==> config.mk <==
export PLATFORM = sky130hd
export DESIGN_NAME = phy_port_selection
export DESIGN_NICKNAME = d
export VERILOG_FILES = /design/src/logic/phy_sel_pkg.sv /design/src/logic/clk_activity.sv /design/src/logic/phy_port_selection.sv
export VERILOG_INCLUDE_DIRS = /design/src /design/src/logic
export SDC_FILE = /design/constraint.sdc
export NUM_CORES = 1
export LEC_CHECK = 0
export BUFFER_PORTS_ARGS = -buffer_cell sky130_fd_sc_hd__buf_4
export CORE_ASPECT_RATIO = 0.75
export CORE_MARGIN = 2
export CORE_UTILIZATION = 35
export DETAILED_ROUTE_END_ITERATION = 8
export SETUP_SLACK_MARGIN = 0.3
export SLEW_MARGIN = 30
export SYNTH_ARGS = -nofsm -noshare
export SYNTH_HDL_FRONTEND = slang
export SYNTH_SLANG_ARGS = --single-unit
==> constraint.sdc <==
create_clock -name aclk -period 3 [get_ports aclk]
set_input_delay 0 -clock aclk [delete_from_list [all_inputs] [get_ports aclk]]
set_output_delay 0 -clock aclk [all_outputs]
set_load 0.01 [all_outputs]
==> src/logic/phy_sel_params.svh <==
// Offsets, field positions, reset values and timing counts for the PHY port selection block.
// Assumes a 10 MHz system clock and a byte-addressed AXI4-Lite register space.
`ifndef PHY_SEL_PARAMS_SVH
`define PHY_SEL_PARAMS_SVH

`define HWCFG_OFFSET 8'h00
`define IRQ_STATUS_OFFSET 8'h04
`define IRQ_MASK_OFFSET 8'h08
`define CLKSEL_HI 6
`define CLKSEL_LO 5
`define ROUTE_BIT 4
`define STRAP_BIT 3
`define EXTEN_BIT 2
`define TIMEOUT_BIT 1
`define SOFTWARE_RESET_REQUEST_BIT 0
`define CLKSEL_RESET 2'h0
`define CLK_PERIOD_NS 100
`define SOFTWARE_RESET_REQUEST_WAIT_NS 20000
`define SOFTWARE_RESET_REQUEST_WAIT_CYCLES ((`SOFTWARE_RESET_REQUEST_WAIT_NS) / (`CLK_PERIOD_NS))
`define CLK_ALIVE_NS 4000
`define CLK_ALIVE_CYCLES ((`CLK_ALIVE_NS) / (`CLK_PERIOD_NS))
`define SOFTWARE_RESET_REQUEST_PULSE_CYCLES 4

`endif

==> src/logic/phy_sel_pkg.sv <==
// Types shared by the PHY port selection block.
// Assumes the parameter header is included by the users of these types.
package phy_sel_pkg;

  typedef enum logic [1:0]
  {
    CLK_INTERNAL,
    CLK_EXTERNAL,
    CLK_DISABLED,
    CLK_INTERNAL_ALT
  } clk_src_e;

  typedef enum logic [1:0]
  {
    SR_IDLE,
    SR_WAIT,
    SR_PULSE
  } software_reset_request_state_e;

  // Management port pin group
  typedef struct packed
  {
    logic mdc;
    logic mdio_o;
    logic mdio_oe;
  } mgmt_pins_s;

  // Management port from the MAC
  typedef struct packed
  {
    logic mdc;
    logic mdio_o;
    logic mdio_oe;
  } mgmt_mac_s;

endpackage

==> src/logic/clk_activity.sv <==
// Samples a foreign clock through three flops and reports whether it has toggled recently.
// Assumes the sampled clock is slow compared with aclk.
`timescale 1ns/100ps
module clk_activity #(
  parameter int unsigned WINDOW = 40
) (
  input wire logic aclk,
  input wire logic aresetn,
  input wire logic clk_in,
  output logic alive
);
  typedef struct packed
  {
    logic [2:0] sync;
    logic [15:0] idle_cnt;
    logic [1:0] fill;
    logic level;
    logic alive;
  } act_s;

  act_s st_r;
  act_s st_nxt;

  // Synchroniser, edge finder and idle counter
  always_comb
  begin
    st_nxt = st_r;
    st_nxt.sync = {st_r.sync[1:0], clk_in};
    if (st_r.fill != 2'h3)
    begin
      // Idle level taken while the synchroniser fills, so reset makes no false edge
      st_nxt.fill = st_r.fill + 2'h1;
      st_nxt.level = st_r.sync[1];
    end
    else if (st_r.sync[2] == st_r.sync[1] && st_r.sync[2] != st_r.level)
    begin
      st_nxt.level = st_r.sync[2];
      st_nxt.idle_cnt = 16'h0000;
      st_nxt.alive = 1'b1;
    end
    else if (st_r.idle_cnt >= WINDOW[15:0])
      st_nxt.alive = 1'b0;
    else
      st_nxt.idle_cnt = st_r.idle_cnt + 16'h0001;
  end

  always_ff @(posedge aclk)
  begin
    if (!aresetn)
      st_r <= '0;
    else
      st_r <= st_nxt;
  end

  assign alive = st_r.alive;
endmodule

==> src/logic/phy_port_selection.sv <==
// PHY port selection: MII clock source, management routing, port enable, strap, soft reset timeout.
// Assumes an AXI4-Lite master on aclk and MII clocks arriving asynchronously on pins.
// Behaviour
// - Clock field bits 6-5 pick clocks: 00/11 internal, 01 external, 10 off.
// - Clock field switches only receive and transmit clocks, not management routing.
// - Route bit 4 sends management traffic internal when 0, external when 1.
// - With route set, internal management clock and data are held low.
// - With route clear, external data pin floats and external clock is low.
// - Route bit and port enable bit act independently of each other.
// - Strap bit 3 reads management data level caught at reset.
// - Captured strap steers nothing; software reads it only.
// - Enable bit 2 set enables external port, clear enables internal PHY.
// - Enable bit affects neither management routing nor clock selection.
// - Soft reset with internal clocks stopped times out, setting bit 1.
// - Writing one to self-clearing bit 0 starts a soft reset.
`timescale 1ns/100ps
`include "phy_sel_params.svh"
module phy_port_selection #(
  parameter int unsigned SOFTWARE_RESET_REQUEST_WAIT = `SOFTWARE_RESET_REQUEST_WAIT_CYCLES
) (
  input wire logic aclk,
  input wire logic aresetn,
  input wire logic [7:0] s_axi_awaddr,
  input wire logic s_axi_awvalid,
  output logic s_axi_awready,
  input wire logic [31:0] s_axi_wdata,
  input wire logic [3:0] s_axi_wstrb,
  input wire logic s_axi_wvalid,
  output logic s_axi_wready,
  output logic [1:0] s_axi_bresp,
  output logic s_axi_bvalid,
  input wire logic s_axi_bready,
  input wire logic [7:0] s_axi_araddr,
  input wire logic s_axi_arvalid,
  output logic s_axi_arready,
  output logic [31:0] s_axi_rdata,
  output logic [1:0] s_axi_rresp,
  output logic s_axi_rvalid,
  input wire logic s_axi_rready,
  input wire logic int_rx_clk,
  input wire logic int_tx_clk,
  input wire logic ext_rx_clk,
  input wire logic ext_tx_clk,
  output logic mii_rx_clk,
  output logic mii_tx_clk,
  input wire phy_sel_pkg::mgmt_mac_s mac_mgmt,
  output logic mac_mdio_i,
  output phy_sel_pkg::mgmt_pins_s int_mgmt,
  input wire logic int_mdio_i,
  output phy_sel_pkg::mgmt_pins_s ext_mgmt,
  input wire logic ext_mdio_i,
  output logic external_mii_port_enable,
  output logic internal_phy_enable,
  output logic soft_reset_pulse,
  output logic irq
);
  import phy_sel_pkg::*;

  typedef struct packed
  {
    logic aw_held;
    logic [7:0] awaddr;
    logic w_held;
    logic [31:0] wdata;
    logic [3:0] wstrb;
    logic bvalid;
    logic [1:0] bresp;
    logic rvalid;
    logic [31:0] rdata;
    logic [1:0] rresp;
    logic [1:0] mii_clock_source_select;
    logic management_port_route;
    logic external_mii_port_enable;
    logic external_transceiver_present_strap;
    logic strap_taken;
    logic [1:0] strap_age;
    logic soft_reset_timeout_flag;
    software_reset_request_state_e sr_state;
    logic [15:0] sr_cnt;
    logic [1:0] irq_status;
    logic [1:0] irq_mask;
    logic [2:0] strap_sync;
  } state_s;

  state_s st_r;
  state_s st_nxt;
  logic rx_alive;
  logic tx_alive;
  logic wr_go;
  logic rd_go;
  logic [31:0] hwcfg_view;

  // Activity monitors on the internal PHY clocks
  clk_activity #(.WINDOW(`CLK_ALIVE_CYCLES)) u_rx_act (
    .aclk(aclk),
    .aresetn(aresetn),
    .clk_in(int_rx_clk),
    .alive(rx_alive)
  );

  clk_activity #(.WINDOW(`CLK_ALIVE_CYCLES)) u_tx_act (
    .aclk(aclk),
    .aresetn(aresetn),
    .clk_in(int_tx_clk),
    .alive(tx_alive)
  );

  // Register image as software sees it
  always_comb
  begin
    hwcfg_view = 32'h0000_0000;
    hwcfg_view[`CLKSEL_HI:`CLKSEL_LO] = st_r.mii_clock_source_select;
    hwcfg_view[`ROUTE_BIT] = st_r.management_port_route;
    hwcfg_view[`STRAP_BIT] = st_r.external_transceiver_present_strap;
    hwcfg_view[`EXTEN_BIT] = st_r.external_mii_port_enable;
    hwcfg_view[`TIMEOUT_BIT] = st_r.soft_reset_timeout_flag;
    hwcfg_view[`SOFTWARE_RESET_REQUEST_BIT] = (st_r.sr_state != SR_IDLE);
  end

  assign wr_go = st_r.aw_held && st_r.w_held && !st_r.bvalid;
  assign rd_go = s_axi_arvalid && !st_r.rvalid;

  // Bus slave, register file, strap capture and soft reset sequencer
  always_comb
  begin
    logic to_event;
    logic [31:0] wmask;
    to_event = 1'b0;
    wmask = {{8{st_r.wstrb[3]}}, {8{st_r.wstrb[2]}}, {8{st_r.wstrb[1]}}, {8{st_r.wstrb[0]}}};
    st_nxt = st_r;
    // Strap caught after reset release, once the second and third samples agree
    st_nxt.strap_sync = {st_r.strap_sync[1:0], ext_mdio_i};
    if (st_r.strap_age != 2'h3)
      st_nxt.strap_age = st_r.strap_age + 2'h1; // Synchroniser still filling
    else if (!st_r.strap_taken && st_r.strap_sync[2] == st_r.strap_sync[1])
    begin
      st_nxt.external_transceiver_present_strap = st_r.strap_sync[2];
      st_nxt.strap_taken = 1'b1;
    end
    // Address and data may arrive in either order
    if (s_axi_awvalid && !st_r.aw_held)
    begin
      st_nxt.aw_held = 1'b1;
      st_nxt.awaddr = s_axi_awaddr;
    end
    if (s_axi_wvalid && !st_r.w_held)
    begin
      st_nxt.w_held = 1'b1;
      st_nxt.wdata = s_axi_wdata;
      st_nxt.wstrb = s_axi_wstrb;
    end
    // Soft reset sequencer
    case (st_r.sr_state)
      SR_IDLE:
        st_nxt.sr_cnt = 16'h0000;
      SR_WAIT:
      begin
        if (rx_alive && tx_alive)
        begin
          st_nxt.sr_state = SR_PULSE;
          st_nxt.sr_cnt = 16'h0000;
        end
        else if (st_r.sr_cnt >= SOFTWARE_RESET_REQUEST_WAIT[15:0] - 16'h0001)
        begin
          st_nxt.sr_state = SR_IDLE;
          st_nxt.soft_reset_timeout_flag = 1'b1;
          to_event = 1'b1;
        end
        else
          st_nxt.sr_cnt = st_r.sr_cnt + 16'h0001;
      end
      SR_PULSE:
      begin
        if (st_r.sr_cnt >= 16'(`SOFTWARE_RESET_REQUEST_PULSE_CYCLES - 1))
          st_nxt.sr_state = SR_IDLE;
        else
          st_nxt.sr_cnt = st_r.sr_cnt + 16'h0001;
      end
      default:
        st_nxt.sr_state = SR_IDLE;
    endcase
    // Write commit
    if (wr_go)
    begin
      st_nxt.aw_held = 1'b0;
      st_nxt.w_held = 1'b0;
      st_nxt.bvalid = 1'b1;
      st_nxt.bresp = 2'h0;
      case (st_r.awaddr)
        `HWCFG_OFFSET:
        begin
          if (st_r.wstrb[0])
          begin
            st_nxt.mii_clock_source_select = st_r.wdata[`CLKSEL_HI:`CLKSEL_LO];
            st_nxt.management_port_route = st_r.wdata[`ROUTE_BIT];
            st_nxt.external_mii_port_enable = st_r.wdata[`EXTEN_BIT];
            if (st_r.wdata[`SOFTWARE_RESET_REQUEST_BIT] && st_r.sr_state == SR_IDLE)
            begin
              st_nxt.sr_state = SR_WAIT;
              st_nxt.sr_cnt = 16'h0000;
              st_nxt.soft_reset_timeout_flag = 1'b0;
            end
          end
        end
        `IRQ_STATUS_OFFSET:
          st_nxt.irq_status = st_r.irq_status & ~(st_r.wdata[1:0] & wmask[1:0]);
        `IRQ_MASK_OFFSET:
          if (st_r.wstrb[0])
            st_nxt.irq_mask = st_r.wdata[1:0];
        default:
          st_nxt.bresp = 2'h2;
      endcase
    end
    // Sticky events; a set wins over a same-cycle clear
    if (to_event)
      st_nxt.irq_status[0] = 1'b1;
    if (st_r.sr_state == SR_PULSE && st_nxt.sr_state == SR_IDLE)
      st_nxt.irq_status[1] = 1'b1;
    if (st_r.bvalid && s_axi_bready)
      st_nxt.bvalid = 1'b0;
    // Read channel
    if (rd_go)
    begin
      st_nxt.rvalid = 1'b1;
      st_nxt.rresp = 2'h0;
      case (s_axi_araddr)
        `HWCFG_OFFSET:
          st_nxt.rdata = hwcfg_view;
        `IRQ_STATUS_OFFSET:
          st_nxt.rdata = {30'h0000_0000, st_r.irq_status};
        `IRQ_MASK_OFFSET:
          st_nxt.rdata = {30'h0000_0000, st_r.irq_mask};
        default:
        begin
          st_nxt.rdata = 32'h0000_0000;
          st_nxt.rresp = 2'h2;
        end
      endcase
    end
    else if (st_r.rvalid && s_axi_rready)
      st_nxt.rvalid = 1'b0;
  end

  always_ff @(posedge aclk)
  begin
    if (!aresetn)
    begin
      st_r <= '0;
      st_r.mii_clock_source_select <= `CLKSEL_RESET;
    end
    else
      st_r <= st_nxt;
  end

  // Bus handshake outputs
  assign s_axi_awready = !st_r.aw_held;
  assign s_axi_wready = !st_r.w_held;
  assign s_axi_bvalid = st_r.bvalid;
  assign s_axi_bresp = st_r.bresp;
  assign s_axi_arready = !st_r.rvalid;
  assign s_axi_rvalid = st_r.rvalid;
  assign s_axi_rdata = st_r.rdata;
  assign s_axi_rresp = st_r.rresp;

  // Clock mux driven only by the clock field
  always_comb
  begin
    case (clk_src_e'(st_r.mii_clock_source_select))
      CLK_EXTERNAL:
      begin
        mii_rx_clk = ext_rx_clk;
        mii_tx_clk = ext_tx_clk;
      end
      CLK_DISABLED:
      begin
        mii_rx_clk = 1'b0;
        mii_tx_clk = 1'b0;
      end
      default:
      begin
        mii_rx_clk = int_rx_clk;
        mii_tx_clk = int_tx_clk;
      end
    endcase
  end

  // Management routing driven only by the route bit
  always_comb
  begin
    if (st_r.management_port_route)
    begin
      int_mgmt = '0;
      int_mgmt.mdio_oe = 1'b1;
      ext_mgmt = mac_mgmt;
      mac_mdio_i = ext_mdio_i;
    end
    else
    begin
      ext_mgmt = '0;
      int_mgmt = mac_mgmt;
      mac_mdio_i = int_mdio_i;
    end
  end

  // Port enables from the enable bit only
  assign external_mii_port_enable = st_r.external_mii_port_enable;
  assign internal_phy_enable = !st_r.external_mii_port_enable;
  assign soft_reset_pulse = (st_r.sr_state == SR_PULSE);
  assign irq = |(st_r.irq_status & st_r.irq_mask);

  // Checks
  chk_clk_disabled: assert property (@(posedge aclk) disable iff (!aresetn)
    (st_r.mii_clock_source_select == 2'h2) |-> (!mii_rx_clk && !mii_tx_clk))
    else $error("clocks not stopped when disabled");
  chk_clk_external: assert property (@(posedge aclk) disable iff (!aresetn)
    (st_r.mii_clock_source_select == 2'h1) |-> (mii_rx_clk == ext_rx_clk && mii_tx_clk == ext_tx_clk))
    else $error("external clock not selected");
  chk_route_int_low: assert property (@(posedge aclk) disable iff (!aresetn)
    st_r.management_port_route |-> (!int_mgmt.mdc && !int_mgmt.mdio_o && ext_mgmt == mac_mgmt))
    else $error("internal management not held low");
  chk_route_ext_float: assert property (@(posedge aclk) disable iff (!aresetn)
    !st_r.management_port_route |-> (!ext_mgmt.mdio_oe && !ext_mgmt.mdc && int_mgmt == mac_mgmt))
    else $error("external management not released");
  chk_enable_split: assert property (@(posedge aclk) disable iff (!aresetn)
    external_mii_port_enable != internal_phy_enable)
    else $error("port enables overlap");
  chk_strap_stable: assert property (@(posedge aclk) disable iff (!aresetn)
    st_r.strap_taken |=> $stable(st_r.external_transceiver_present_strap))
    else $error("strap changed after capture");
  chk_timeout_sets: assert property (@(posedge aclk) disable iff (!aresetn)
    (st_r.sr_state == SR_WAIT && !(rx_alive && tx_alive) && st_r.sr_cnt >= SOFTWARE_RESET_REQUEST_WAIT[15:0] - 16'h0001)
    |=> (st_r.soft_reset_timeout_flag && st_r.irq_status[0]))
    else $error("timeout flag not set");
  chk_software_reset_request_start: assert property (@(posedge aclk) disable iff (!aresetn)
    (wr_go && st_r.awaddr == `HWCFG_OFFSET && st_r.wstrb[0] && st_r.wdata[0] && st_r.sr_state == SR_IDLE)
    |=> (st_r.sr_state == SR_WAIT) ##1 (hwcfg_view[0] == 1'b1))
    else $error("soft reset did not start");
  chk_pulse_len: assert property (@(posedge aclk) disable iff (!aresetn)
    $rose(soft_reset_pulse) |-> soft_reset_pulse[*4] ##1 !soft_reset_pulse)
    else $error("soft reset pulse length wrong");
  chk_strap_settle: assert property (@(posedge aclk) disable iff (!aresetn)
    (!st_r.strap_taken && st_r.strap_age == 2'h3 && st_r.strap_sync[2] == st_r.strap_sync[1])
    |=> (st_r.strap_taken && st_r.external_transceiver_present_strap == $past(st_r.strap_sync[2])))
    else $error("strap not captured from settled samples");
endmodule

==> results of run 1 <==
worst max-delay path by stage:
stage	slack, ns	end	depth (start not counted)
floorplan	1.19	st_r[13]$_SDFF_PN0_	6
global placement	1.01	st_r[13]$_SDFF_PN0_	6
detailed placement	0.93	st_r[13]$_SDFF_PN0_	6
CTS	0.91	st_r[13]$_SDFF_PN0_	6
global route	0.76	st_r[13]$_SDFF_PN0_	6
finish	0.88	st_r[13]$_SDFF_PN0_	6
placed cells by master, fill, tap and decap left out, types with 5 or more instances in the layout:
master                          count
sky130_fd_sc_hd__nand3_1            9
sky130_fd_sc_hd__o21ai_0           21
sky130_fd_sc_hd__ha_1               9
sky130_fd_sc_hd__or3_1              5
sky130_fd_sc_hd__dfxtp_1          108
sky130_fd_sc_hd__dlygate4sd3_1     27
sky130_fd_sc_hd__and2_1            34
sky130_fd_sc_hd__nor4_1             7
sky130_fd_sc_hd__o21a_1             6
sky130_fd_sc_hd__buf_4             66
sky130_fd_sc_hd__and3_1             9
sky130_fd_sc_hd__mux2i_1           27
sky130_fd_sc_hd__a21oi_1           22
sky130_fd_sc_hd__clkbuf_16          9
sky130_fd_sc_hd__a22oi_1            7
sky130_fd_sc_hd__nand2_1           26
sky130_fd_sc_hd__inv_1             17
sky130_fd_sc_hd__nor2b_1            7
sky130_fd_sc_hd__a41oi_1            6
sky130_fd_sc_hd__conb_1            27
sky130_fd_sc_hd__xor2_1             5
sky130_fd_sc_hd__nor2_1            64
sky130_fd_sc_hd__o211ai_1           7
sky130_fd_sc_hd__nand2b_1           6
sky130_fd_sc_hd__nand4_1            5
kinds of logic after synthesis:
| kind of cell | Yosys count | share of synthesized area |
|---|---|---|
| xor+xnor | 7 | 0.01288 |
| flops | 108 | 0.4544 |
| buf+inv | 67 | 0.08336 |
| compound gates | 92 | 0.1352 |
| other cells | 1 | 0.0007881 |
| simple gates | 198 | 0.2306 |
| mux | 28 | 0.05916 |
| fa+ha+maj | 9 | 0.02367 |
cells in the mapped netlist (9+ instances only):
cell	count	area share
sky130_fd_sc_hd__nand3_1	9	0.0095
sky130_fd_sc_hd__o21ai_0	21	0.022
sky130_fd_sc_hd__and2_1	34	0.045
sky130_fd_sc_hd__buf_4	36	0.057
sky130_fd_sc_hd__nor2_1	64	0.050
sky130_fd_sc_hd__clkbuf_1	11	0.0087
sky130_fd_sc_hd__ha_1	9	0.024
sky130_fd_sc_hd__dfxtp_1	108	0.45
sky130_fd_sc_hd__nand2_1	26	0.021
sky130_fd_sc_hd__inv_1	17	0.013
sky130_fd_sc_hd__a21oi_1	22	0.023
sky130_fd_sc_hd__mux2i_1	27	0.057
sky130_fd_sc_hd__and3_1	9	0.012
layer usage:
layer	GRT usage	up-vias
li1	-	1876
met1	0.1871	1751
met2	0.2161	81
met3	0.04583	15
met4	0.04185	0
met5	0	-
tightest hold or removal path: cells and delay by family:
| kind | cells | cell delay [ns] |
|---|---|---|
| AO/OA/AOI/OAI | 2 | 0.16 |
| buffers and inverters | 1 | 0.11 |
| AND/OR/NAND/NOR | 1 | 0.08 |
state kept, by name (all words and copies together) (netlist names), 2 cells and up:
signal	flops
u_tx_act.st_r	20
st_nxt	2
u_tx_act.st_nxt	2
s_axi_rdata	7
u_rx_act.st_nxt	2
st_r	43
u_rx_act.st_r	20
hwcfg_view	5
stage by stage:
step / instances / power [mW] / hold slack (ns) / cell area (um2)
final: 766 / 3.095 / 0.04666 / 5828
after global routing: 766 / 3.223 / 0.06269 / 5828
after CTS: 766 / 3.126 / 0.03861 / 5826
after detailed placement: 723 / 1.808 / 0.1898 / 5233
after global placement: 723 / 1.794 / 0.1878 / 5233
after floorplan: 536 / 1.735 / 0.09902 / 4856
final cells by class:
| cell class | count | share of cell area |
|---|---|---|
| Clock buffer | 10 | 0.03929 |
| Timing Repair Buffer | 93 | 0.1314 |
| Sequential cell | 108 | 0.3710 |
| Tap cell | 171 | 0.03671 |
| Inverter | 17 | 0.01095 |
| Clock inverter | 6 | 0.01610 |
| Multi-Input combinational cell | 361 | 0.3946 |
report_power, final:
group / total, mW / internal, mW / switching (mW) / leakage (nW)
Clock: 1.29 / 0.743 / 0.550 / 0.159
Sequential: 1.52 / 1.48 / 0.0357 / 0.877
Combinational: 0.285 / 0.138 / 0.147 / 1.36
Total: 3.10 / 2.36 / 0.733 / 2.40
timing repair:
item | CTS | global route
hold buffers | 27 | 0
endpoints found under the hold margin | 26 | 0
buffers inserted | 0 | 0
==> results.cfg, run 1 <==
[floorplanning]
die_area_mm2 = 0.01455
core.rowCount = 36
number_of_top_level_pins = 122
floorplan.core_area_mm2 = 0.01315
dieWidth_um = 138.6
floorplan.initialDensity = 0.3618
fp.dieH_um = 105.0

[synth]
postSynth.asyncResetShare = 0
mapped_area_mm2 = 0.004758
netlist-cell-type-count = 60
synth.yosys.seq_area_share = 0.4544
synthFlopType = sky130_fd_sc_hd__dfxtp_1
synth.yosys.warnings = 0
syn_inst = 510
synth-edff-count = 0
yosys_register_bits = 108
syn_avg_cell_area_um2 = 9.330

[cts]
cts-root-buf = sky130_fd_sc_hd__clkbuf_16
clkLatencyLatePin_ns = 0.35
cts-buffers-inserted = 9
clock_tree_from_tritoncts = done
clk_pin_slew_ns = 0.07
ctsResizeCount = 0
htree_levels = 3
max-clock-path-buffers = 2
cts.sinks = 108

[power]
power_density_mw_per_mm2 = 531.1
vdd_drop_max_mv = 0.2867
power_leakage_nw = 2.401

[setup_path]
slowest_delay_ns = 0.45
timing.critical_path.required_ns = 3.23
timing.reg2reg.worst_path_depth = 6
worst_path_dominant_cell_family = compound AO/OA/AOI/OAI gates
worstPathBufferInverterCount = 0
crit_path_cell_trace = ha_1 -> nor4_1 -> a41o_2 -> o21ai_1 -> o211ai_1 -> o41ai_2
rr_endpoint = st_r[13]$_SDFF_PN0_
r2r_start = st_r[7]$_SDFF_PN0_
critical_path_arrival_ns = 2.35
worst_setup_path_startpoint = st_r[7]$_SDFF_PN0_
timing.critical_path.from_type = flop
critical-path-slowest-cell = sky130_fd_sc_hd__nor4_1
worst-path-max-fanout = 10
critical_path_class = reg2reg
worstSetupEndpointType = flop
reg2reg_slack_ns = 0.88

[sta]
max_freq_mhz = 472.2
min_cycle_time_layout_ns = 2.118
fin_tns_setup_ns = 0
fin_worst_skew_ns = 0.009981
unrepaired_setup_endpoints_after_global_routing = no
postLayoutSetupSlackWorst_ns = 0.8823
setup-violations-final = 0
final_hold_viol_count = 0
final_max_slew_viol_count = 0
layout_worst_path_cycle_share = 0.7059
max_slew.worst_pin.slew_ns = 0.7909
max-slew-margin-rel = 0.4716

[finish]
final_core_utilization = 0.4431
n_antenna_cell = 0
register_area_mm2 = 0.002162
area_delta_synth_final_pct = 22.48
fillerInstances = 1264
final_net_count = 667
multi_input_logic_area_mm2 = 0.002300
drive_gt1_frac = 0.1647

[routing]
via_per_inst = 4.860
drtAntennaViolNets = 0
wl_per_cell_um = 12.91
drt-met1-wl_um = 4801
vias = 3723
met2RoutedLength_um = 4431
met3WireLength_um = 515
drt_pass1_iterations = 5
routed.top_layer = met4
drt_first_iter_violations = 177
route.detailed.drc = 0
detail_route.wirelength_um = 9886

[placement]
place.port_buffers = 65
place_hpwl_um = 7127
post-place-ws_ns = 0.9283
gp_congestion = 0.8231

[global_route]
grt_pass1_vias = 3546
wire_length_of_the_first_global_routing_pass_um = 16770
grt_usage = 0.1400
pin_count_of_the_biggest_net_entering_global_routing = 50
globalRoute.totalOverflow = 0
antenna_found_initial = 0

[min_path]
holdCritPathClass = in2reg
worstHoldStart = s_axi_araddr[2]
min_delay_path_depth = 4
worstHoldEndpoint = s_axi_rdata[0]$_SDFFE_PN0P_

[status]
run_status = completed

[flow_run]
maxCapViolations = 0
(Power assumes the default switching activity.)
==> run 2: changes to the inputs <==
--- a/config.mk
+++ b/config.mk
@@ -6,6 +6,7 @@
 export SDC_FILE = /design/constraint.sdc
 export NUM_CORES = 1
 export LEC_CHECK = 0
+export ABC_AREA = 1
 export BUFFER_PORTS_ARGS = -buffer_cell sky130_fd_sc_hd__buf_4
 export CORE_ASPECT_RATIO = 0.75
 export CORE_MARGIN = 2
==> constraint.sdc (replaced) <==
create_clock -name aclk -period 1.9 [get_ports aclk]
set_input_delay 0 -clock aclk [delete_from_list [all_inputs] [get_ports aclk]]
set_output_delay 0 -clock aclk [all_outputs]
set_load 0.01 [all_outputs]
==> run 2 against run 1 <==
  * Highest routed layer unchanged
  * Sequential power grew 59%
  * Global-route usage grew 0.16 points
  * Critical path depth is the same
  * Synthesized cell count grew 32%
  * Via count grew 11%
  * Die area grew 7.6%
  * Sequential share of layout area shrank 2.3 points
  * Largest cell class unchanged
  * Combinational power grew 86%
  * Maximum frequency grew 46%
  * Sequential cell count is the same
  * Utilization shrank 1.2 points
  * Clock power grew 52%
==> results.cfg, run 2 <==
[floorplanning]
dieWidth_um = 143.8
number_of_top_level_pins = 122
core.rowCount = 38
fp.dieH_um = 108.9
floorplan.core_area_mm2 = 0.01441
die_area_mm2 = 0.01566
floorplan.initialDensity = 0.3563

[cts]
max-clock-path-buffers = 2
clkLatencyLatePin_ns = 0.34
htree_levels = 3
clk_pin_slew_ns = 0.07
clock_tree_from_tritoncts = done
cts-buffers-inserted = 9
cts-root-buf = sky130_fd_sc_hd__clkbuf_16
post-cts-setup-buffer-count = 0
cts.sinks = 108

[routing]
detail_route.wirelength_um = 10450
drt_pass1_iterations = 5
vias = 4125
drt_first_iter_violations = 240
route.detailed.drc = 0
via_per_inst = 4.324
wl_per_cell_um = 10.95
drtAntennaViolNets = 0

[synth]
synth.yosys.seq_area_share = 0.4213
netlist-cell-type-count = 40
synth.yosys.warnings = 0
synth-edff-count = 0
post-synth-top-area-cell = sky130_fd_sc_hd__dfxtp_1
mapped_area_mm2 = 0.005132
synth.top_cells.by_area = sky130_fd_sc_hd__dfxtp_1 (42%), sky130_fd_sc_hd__nand2_1 (7.8%), sky130_fd_sc_hd__inv_1 (7.3%)
synthFlopType = sky130_fd_sc_hd__dfxtp_1
postSynth.asyncResetShare = 0
yosys_register_bits = 108
syn_inst = 674
synth.top_cells.by_count = sky130_fd_sc_hd__dfxtp_1 (108), sky130_fd_sc_hd__nand2_1 (107), sky130_fd_sc_hd__inv_1 (100)
syn_avg_cell_area_um2 = 7.615
yosys.cell_count.top_type = sky130_fd_sc_hd__dfxtp_1
post-synth-top-area-fraction = 0.4213

[finish]
drive_gt1_frac = 0.1963
largest_register_ffs = 43
layout.cells.most_common = sky130_fd_sc_hd__dfxtp_1
reg_top3 = st_r x43, u_rx_act.st_r x20, u_tx_act.st_r x20
mostFrequentLayoutCells = sky130_fd_sc_hd__dfxtp_1 (108), sky130_fd_sc_hd__nand2_1 (107), sky130_fd_sc_hd__inv_1 (99), sky130_fd_sc_hd__nor2_1 (79), sky130_fd_sc_hd__buf_4 (67)
fillerInstances = 1495
n_antenna_cell = 0
area_delta_synth_final_pct = 20.94
final_net_count = 826
max_flop_register = st_r

[placement]
place.port_buffers = 65
place_hpwl_um = 7308
gp_congestion = 0.7917

[sta]
layout_worst_path_cycle_share = 0.7635
final_max_slew_viol_count = 0
max_freq_mhz = 689.3
min_cycle_time_layout_ns = 1.451
final_hold_viol_count = 0
unrepaired_setup_endpoints_after_global_routing = yes
fin_tns_setup_ns = 0
setup-violations-final = 0
fin_worst_skew_ns = 0.01084

[global_route]
grt_usage = 0.1416
globalRoute.totalOverflow = 0
grt_pass1_vias = 3806
wire_length_of_the_first_global_routing_pass_um = 17840
antenna_found_initial = 0
pin_count_of_the_biggest_net_entering_global_routing = 43

[flow_run]
maxCapViolations = 0

[power]
power_density_mw_per_mm2 = 790.1
final_total_power_mw = 4.904
vdd_drop_max_mv = 0.4401
power_leakage_nw = 2.883

[setup_path]
critical_path_arrival_ns = 1.68
timing.critical_path.from_type = flop
timing.critical_path.required_ns = 2.13
worst-path-max-fanout = 17
worstSetupEndpointType = flop
critical_path_class = reg2reg

[min_path]
holdCritPathClass = in2reg

[status]
run_status = completed
run 2: cell count changes after synthesis, moves of 8 or more:
cell / previous run / this run
sky130_fd_sc_hd__nand2_2: 0 / 8
sky130_fd_sc_hd__mux2i_1: 27 / 0
sky130_fd_sc_hd__inv_1: 17 / 100
sky130_fd_sc_hd__and3_1: 9 / 0
sky130_fd_sc_hd__and2_1: 34 / 0
sky130_fd_sc_hd__a21oi_1: 22 / 50
sky130_fd_sc_hd__nand2_1: 26 / 107
sky130_fd_sc_hd__nor2b_1: 8 / 0
sky130_fd_sc_hd__nor3_2: 1 / 20
sky130_fd_sc_hd__o21ai_0: 21 / 30
sky130_fd_sc_hd__nand3_1: 9 / 35
sky130_fd_sc_hd__nor2_1: 64 / 80
run 2: final cells by class:
type / count / area (um2) / share of cell area
Sequential cell: 108 / 2162 / 0.3483
Tap cell: 200 / 250.2 / 0.04031
Clock buffer: 13 / 280.3 / 0.04515
Clock inverter: 3 / 42.54 / 0.006853
Timing Repair Buffer: 91 / 753.2 / 0.1213
Inverter: 108 / 406.6 / 0.06551
Multi-Input combinational cell: 431 / 2312 / 0.3725
run 2: kinds of logic (layout without fill, tap and decap cells):
| group | count (synthesis) | after routing | synth area share |
|---|---|---|---|
| simple gates | 290 | 290 | 0.2886 |
| flops | 108 | 108 | 0.4213 |
| xor+xnor | 6 | 6 | 0.01024 |
| buf+inv | 161 | 215 | 0.1507 |
| other cells | 1 | 27 | 0.0007306 |
| compound gates | 99 | 99 | 0.1065 |
| fa+ha+maj | 9 | 9 | 0.02194 |
run 2: path summary, 6_finish.rpt:
kind | depth (start not counted) | end | startpoint | slack (ns)
setup / recovery | 6 | u_rx_act.st_r[4]$_SDFFE_PN0P_ | u_rx_act.st_r[2]$_SDFFE_PN0N_ | 0.45
hold / removal | 3 | s_axi_rresp[1]$_SDFFE_PN0P_ | s_axi_araddr[2] | 0.01
setup reg to reg | 6 | u_rx_act.st_r[4]$_SDFFE_PN0P_ | u_rx_act.st_r[2]$_SDFFE_PN0N_ | 0.45
hold reg to reg | 2 | u_rx_act.st_nxt[22]$_SDFF_PN0_ | u_rx_act.st_nxt[21]$_SDFF_PN0_ | 0.41
run 2: per-layer routing:
metal / up-vias / global-route usage / routed length, um
li1: 2222 / - / -
met1: 1809 / 0.1974 / 5306
met2: 89 / 0.2190 / 4531
met3: 5 / 0.03513 / 543
met4: 0 / 0.03782 / 65
met5: - / 0 / 0
run 2: through the flow:
stage	instance area [um2]	hold slack, ns	worst slack (ns)	std cells	util
3_5_place_dp	5637	0.1965	0.3935	915	0.3913
3_3_place_gp	5637	0.1960	0.3901	915	0.3913
5_1_grt	6207	0.04890	0.2946	954	0.4309
4_1_cts	6190	0.01049	0.3702	954	0.4297
2_1_floorplan	5230	0.08316	0.5681	700	-
6_report	6207	0.01341	0.4493	954	0.4309
run 2: report_power, final:
part / leakage, nW / internal, mW / switching, mW
logic: 1.85 / 0.217 / 0.313
clock network: 0.158 / 1.16 / 0.798
registers: 0.879 / 2.36 / 0.0555
total: 2.88 / 3.74 / 1.17
run 2: worst max-delay path, stage by stage, from the launching register on:
cell	delay, ns
sky130_fd_sc_hd__dfxtp_1	0.36
sky130_fd_sc_hd__ha_1	0.35
sky130_fd_sc_hd__nand3_2	0.20
sky130_fd_sc_hd__nand2_4	0.26
sky130_fd_sc_hd__nand2_1	0.08
sky130_fd_sc_hd__nand2_1	0.06
sky130_fd_sc_hd__nor2_1	0.03
run 2: what timing repair did:
action / CTS / global route
endpoints found under the setup margin: 0 / 12
hold buffers: 23 / 0
hold endpoints to repair: 32 / 0
gates resized for setup: 0 / 5
==> run 3: changes to the inputs <==
--- a/config.mk
+++ b/config.mk
@@ -6,7 +6,7 @@
 export SDC_FILE = /design/constraint.sdc
 export NUM_CORES = 1
 export LEC_CHECK = 0
-export ABC_AREA = 1
+export ABC_AREA = 0
 export BUFFER_PORTS_ARGS = -buffer_cell sky130_fd_sc_hd__buf_4
 export CORE_ASPECT_RATIO = 0.75
 export CORE_MARGIN = 2
==> constraint.sdc (replaced) <==
create_clock -name aclk -period 1.5 [get_ports aclk]
set_input_delay 0 -clock aclk [delete_from_list [all_inputs] [get_ports aclk]]
set_output_delay 0 -clock aclk [all_outputs]
set_load 0.01 [all_outputs]
==> run 3 against run 2 <==
  * The run now ends with negative setup slack left
  * First-iteration DRC count fell by 27%
  * Clock power rose by 29%
  * Non-clock buffer count rose by 81
  * Critical path type unchanged
==> results.cfg, run 3 (same netlist as run 1, synthesis figures left out) <==
[setup_path]
reg2reg_slack_ns = -0.20
critical_path.endpoint = st_r[11]$_SDFF_PN0_
rr_endpoint = st_r[11]$_SDFF_PN0_
logic_depth_of_the_worst_setup_path_including_buffers = 6
slowest_delay_ns = 0.35
worst_setup_path_startpoint = st_r[7]$_SDFF_PN0_
worstSetupEndpointType = flop
critical_path_arrival_ns = 1.94
crit_path_cell_trace = ha_4 -> a2111oi_4 -> o211a_1 -> o21ai_4 -> o211ai_1 -> o31ai_2
timing.critical_path.required_ns = 1.73
critical-path-slowest-cell = sky130_fd_sc_hd__a2111oi_4
worst-path-max-fanout = 7
timing.critical_path.from_type = flop
worstPathBufferInverterCount = 0
critical_path_class = reg2reg
worst_path_dominant_cell_family = compound AO/OA/AOI/OAI gates
timing.reg2reg.worst_path_depth = 6
r2r_start = st_r[7]$_SDFF_PN0_

[cts]
cts-buffers-inserted = 9
clock_tree_from_tritoncts = done
clkLatencyLatePin_ns = 0.35
clk_pin_slew_ns = 0.08
cts-root-buf = sky130_fd_sc_hd__clkbuf_16
cts.sinks = 108
htree_levels = 3
max-clock-path-buffers = 2

[routing]
met2RoutedLength_um = 5646
route.detailed.drc = 0
drt-met1-wl_um = 5283
drt_pass1_iterations = 4
drt_first_iter_violations = 175
detail_route.wirelength_um = 11620
routed.top_layer = met4
wl_per_cell_um = 13.74
met3WireLength_um = 596
vias = 4024
drtAntennaViolNets = 0
via_per_inst = 4.757

[sta]
layout_worst_path_cycle_share = 1.134
setup-violations-final = 29
unrepaired_setup_endpoints_after_global_routing = yes
max_freq_mhz = 587.9
final_max_slew_viol_count = 0
min_cycle_time_layout_ns = 1.701
postLayoutSetupSlackWorst_ns = -0.2009
fin_tns_setup_ns = -3.370
final_hold_viol_count = 0
fin_worst_skew_ns = 0.006883

[floorplanning]
fp.dieH_um = 105.0
die_area_mm2 = 0.01455
core.rowCount = 36
number_of_top_level_pins = 122
floorplan.core_area_mm2 = 0.01315
dieWidth_um = 138.6
floorplan.initialDensity = 0.3618

[finish]
final_net_count = 747
final_core_utilization = 0.5303
layout.cells.most_common = sky130_fd_sc_hd__buf_4
max_flop_register = st_r
mostFrequentLayoutCells = sky130_fd_sc_hd__buf_4 (129), sky130_fd_sc_hd__dfxtp_1 (85), sky130_fd_sc_hd__nor2_1 (63), sky130_fd_sc_hd__and2_1 (28)
largest_register_ffs = 43
n_antenna_cell = 0
area_delta_synth_final_pct = 46.57
reg_top3 = st_r x43, u_rx_act.st_r x20, u_tx_act.st_r x20
drive_gt1_frac = 0.3985

[status]
run_status = complete, but fails checks
violated_checks = negative setup slack

[global_route]
grt_usage = 0.1581
wire_length_of_the_first_global_routing_pass_um = 18920
globalRoute.totalOverflow = 0
antenna_found_initial = 0
pin_count_of_the_biggest_net_entering_global_routing = 23
grt_pass1_vias = 3972

[placement]
place_hpwl_um = 8042
gp_congestion = 0.8368
place.port_buffers = 65

[power]
power_density_mw_per_mm2 = 905.0
vdd_drop_max_mv = 0.6436
power_leakage_nw = 2.919

[min_path]
holdCritPathClass = in2reg

[flow_run]
maxCapViolations = 0
[run 3: cell types whose count changed in the layout (fill, tap and decap cells not counted), moves of 19 or more]
| cell | change |
|---|---|
| sky130_fd_sc_hd__nand3_1 | -26 |
| sky130_fd_sc_hd__mux2i_1 | +27 |
| sky130_fd_sc_hd__inv_1 | -86 |
| sky130_fd_sc_hd__nand2_1 | -86 |
| sky130_fd_sc_hd__and2_1 | +28 |
| sky130_fd_sc_hd__buf_4 | +62 |
| sky130_fd_sc_hd__dfxtp_1 | -23 |
| sky130_fd_sc_hd__a21oi_1 | -34 |
| sky130_fd_sc_hd__dfxtp_2 | +20 |
| sky130_fd_sc_hd__nor3_2 | -19 |
[run 3: area by class of cell]
type	instances	area [um2]
timing repair buffer	172	1421
inverter	17	66.31
sequential	108	2198
multi-input combinational	362	2759
tap	171	214.0
clock buffer	10	239.0
clock inverter	6	76.32
fill	1150	6178
[run 3: worst min path at each step]
stage,from,to,slack (ns),depth (start not counted)
global route,aresetn,st_r[108]$_SDFFE_PP0P_,0.02,3
floorplan,s_axi_rready,s_axi_rvalid$_SDFFE_PN0P_,0.1,1
global placement,s_axi_rready,s_axi_rvalid$_SDFFE_PN0P_,0.19,2
detailed placement,s_axi_rready,s_axi_rvalid$_SDFFE_PN0P_,0.19,2
finish,aresetn,st_r[108]$_SDFFE_PP0P_,0.02,3
CTS,aresetn,s_axi_bresp[1]$_SDFFE_PN0P_,0.01,3
[run 3: through the flow]
stage | std cells | power (mW) | setup slack [ns] | hold slack [ns] | instance area, um2
floorplan | 536 | 3.510 | -0.1156 | 0.09902 | 5042
global placement | 781 | 3.679 | -0.1776 | 0.1858 | 5838
detailed placement | 781 | 3.702 | -0.2514 | 0.1904 | 5838
CTS | 836 | 6.349 | -0.2676 | 0.01078 | 6771
global route | 846 | 6.578 | -0.2892 | 0.01984 | 6974
finish | 846 | 6.312 | -0.2009 | 0.01959 | 6974
[run 3: power by group]
group          internal, mW  switching, mW
clock network          1.38           1.15
registers              2.96         0.0724
logic                 0.391          0.368
total                  4.72           1.59
[run 3: worst min-delay path, stage by stage]
cell	delay, ns
sky130_fd_sc_hd__buf_4	0.19
sky130_fd_sc_hd__nand2_1	0.10
sky130_fd_sc_hd__nor2_1	0.05
[run 3: per-layer routing]
layer | GRT usage | vias to the layer above
li1 | - | 2032
met4 | 0.03680 | 0
met5 | 0 | -
met1 | 0.1973 | 1897
met3 | 0.05179 | 8
met2 | 0.2666 | 87
[run 3: what timing repair did]
action                                  in CTS  in global routing
endpoints found under the hold margin       24                  0
hold buffers                                25                  0
cloned                                       1                  0
resized for setup                           69                 39
pin swaps                                   45                 19
setup buffers                               13                 10
endpoints found under the setup margin      69                 77
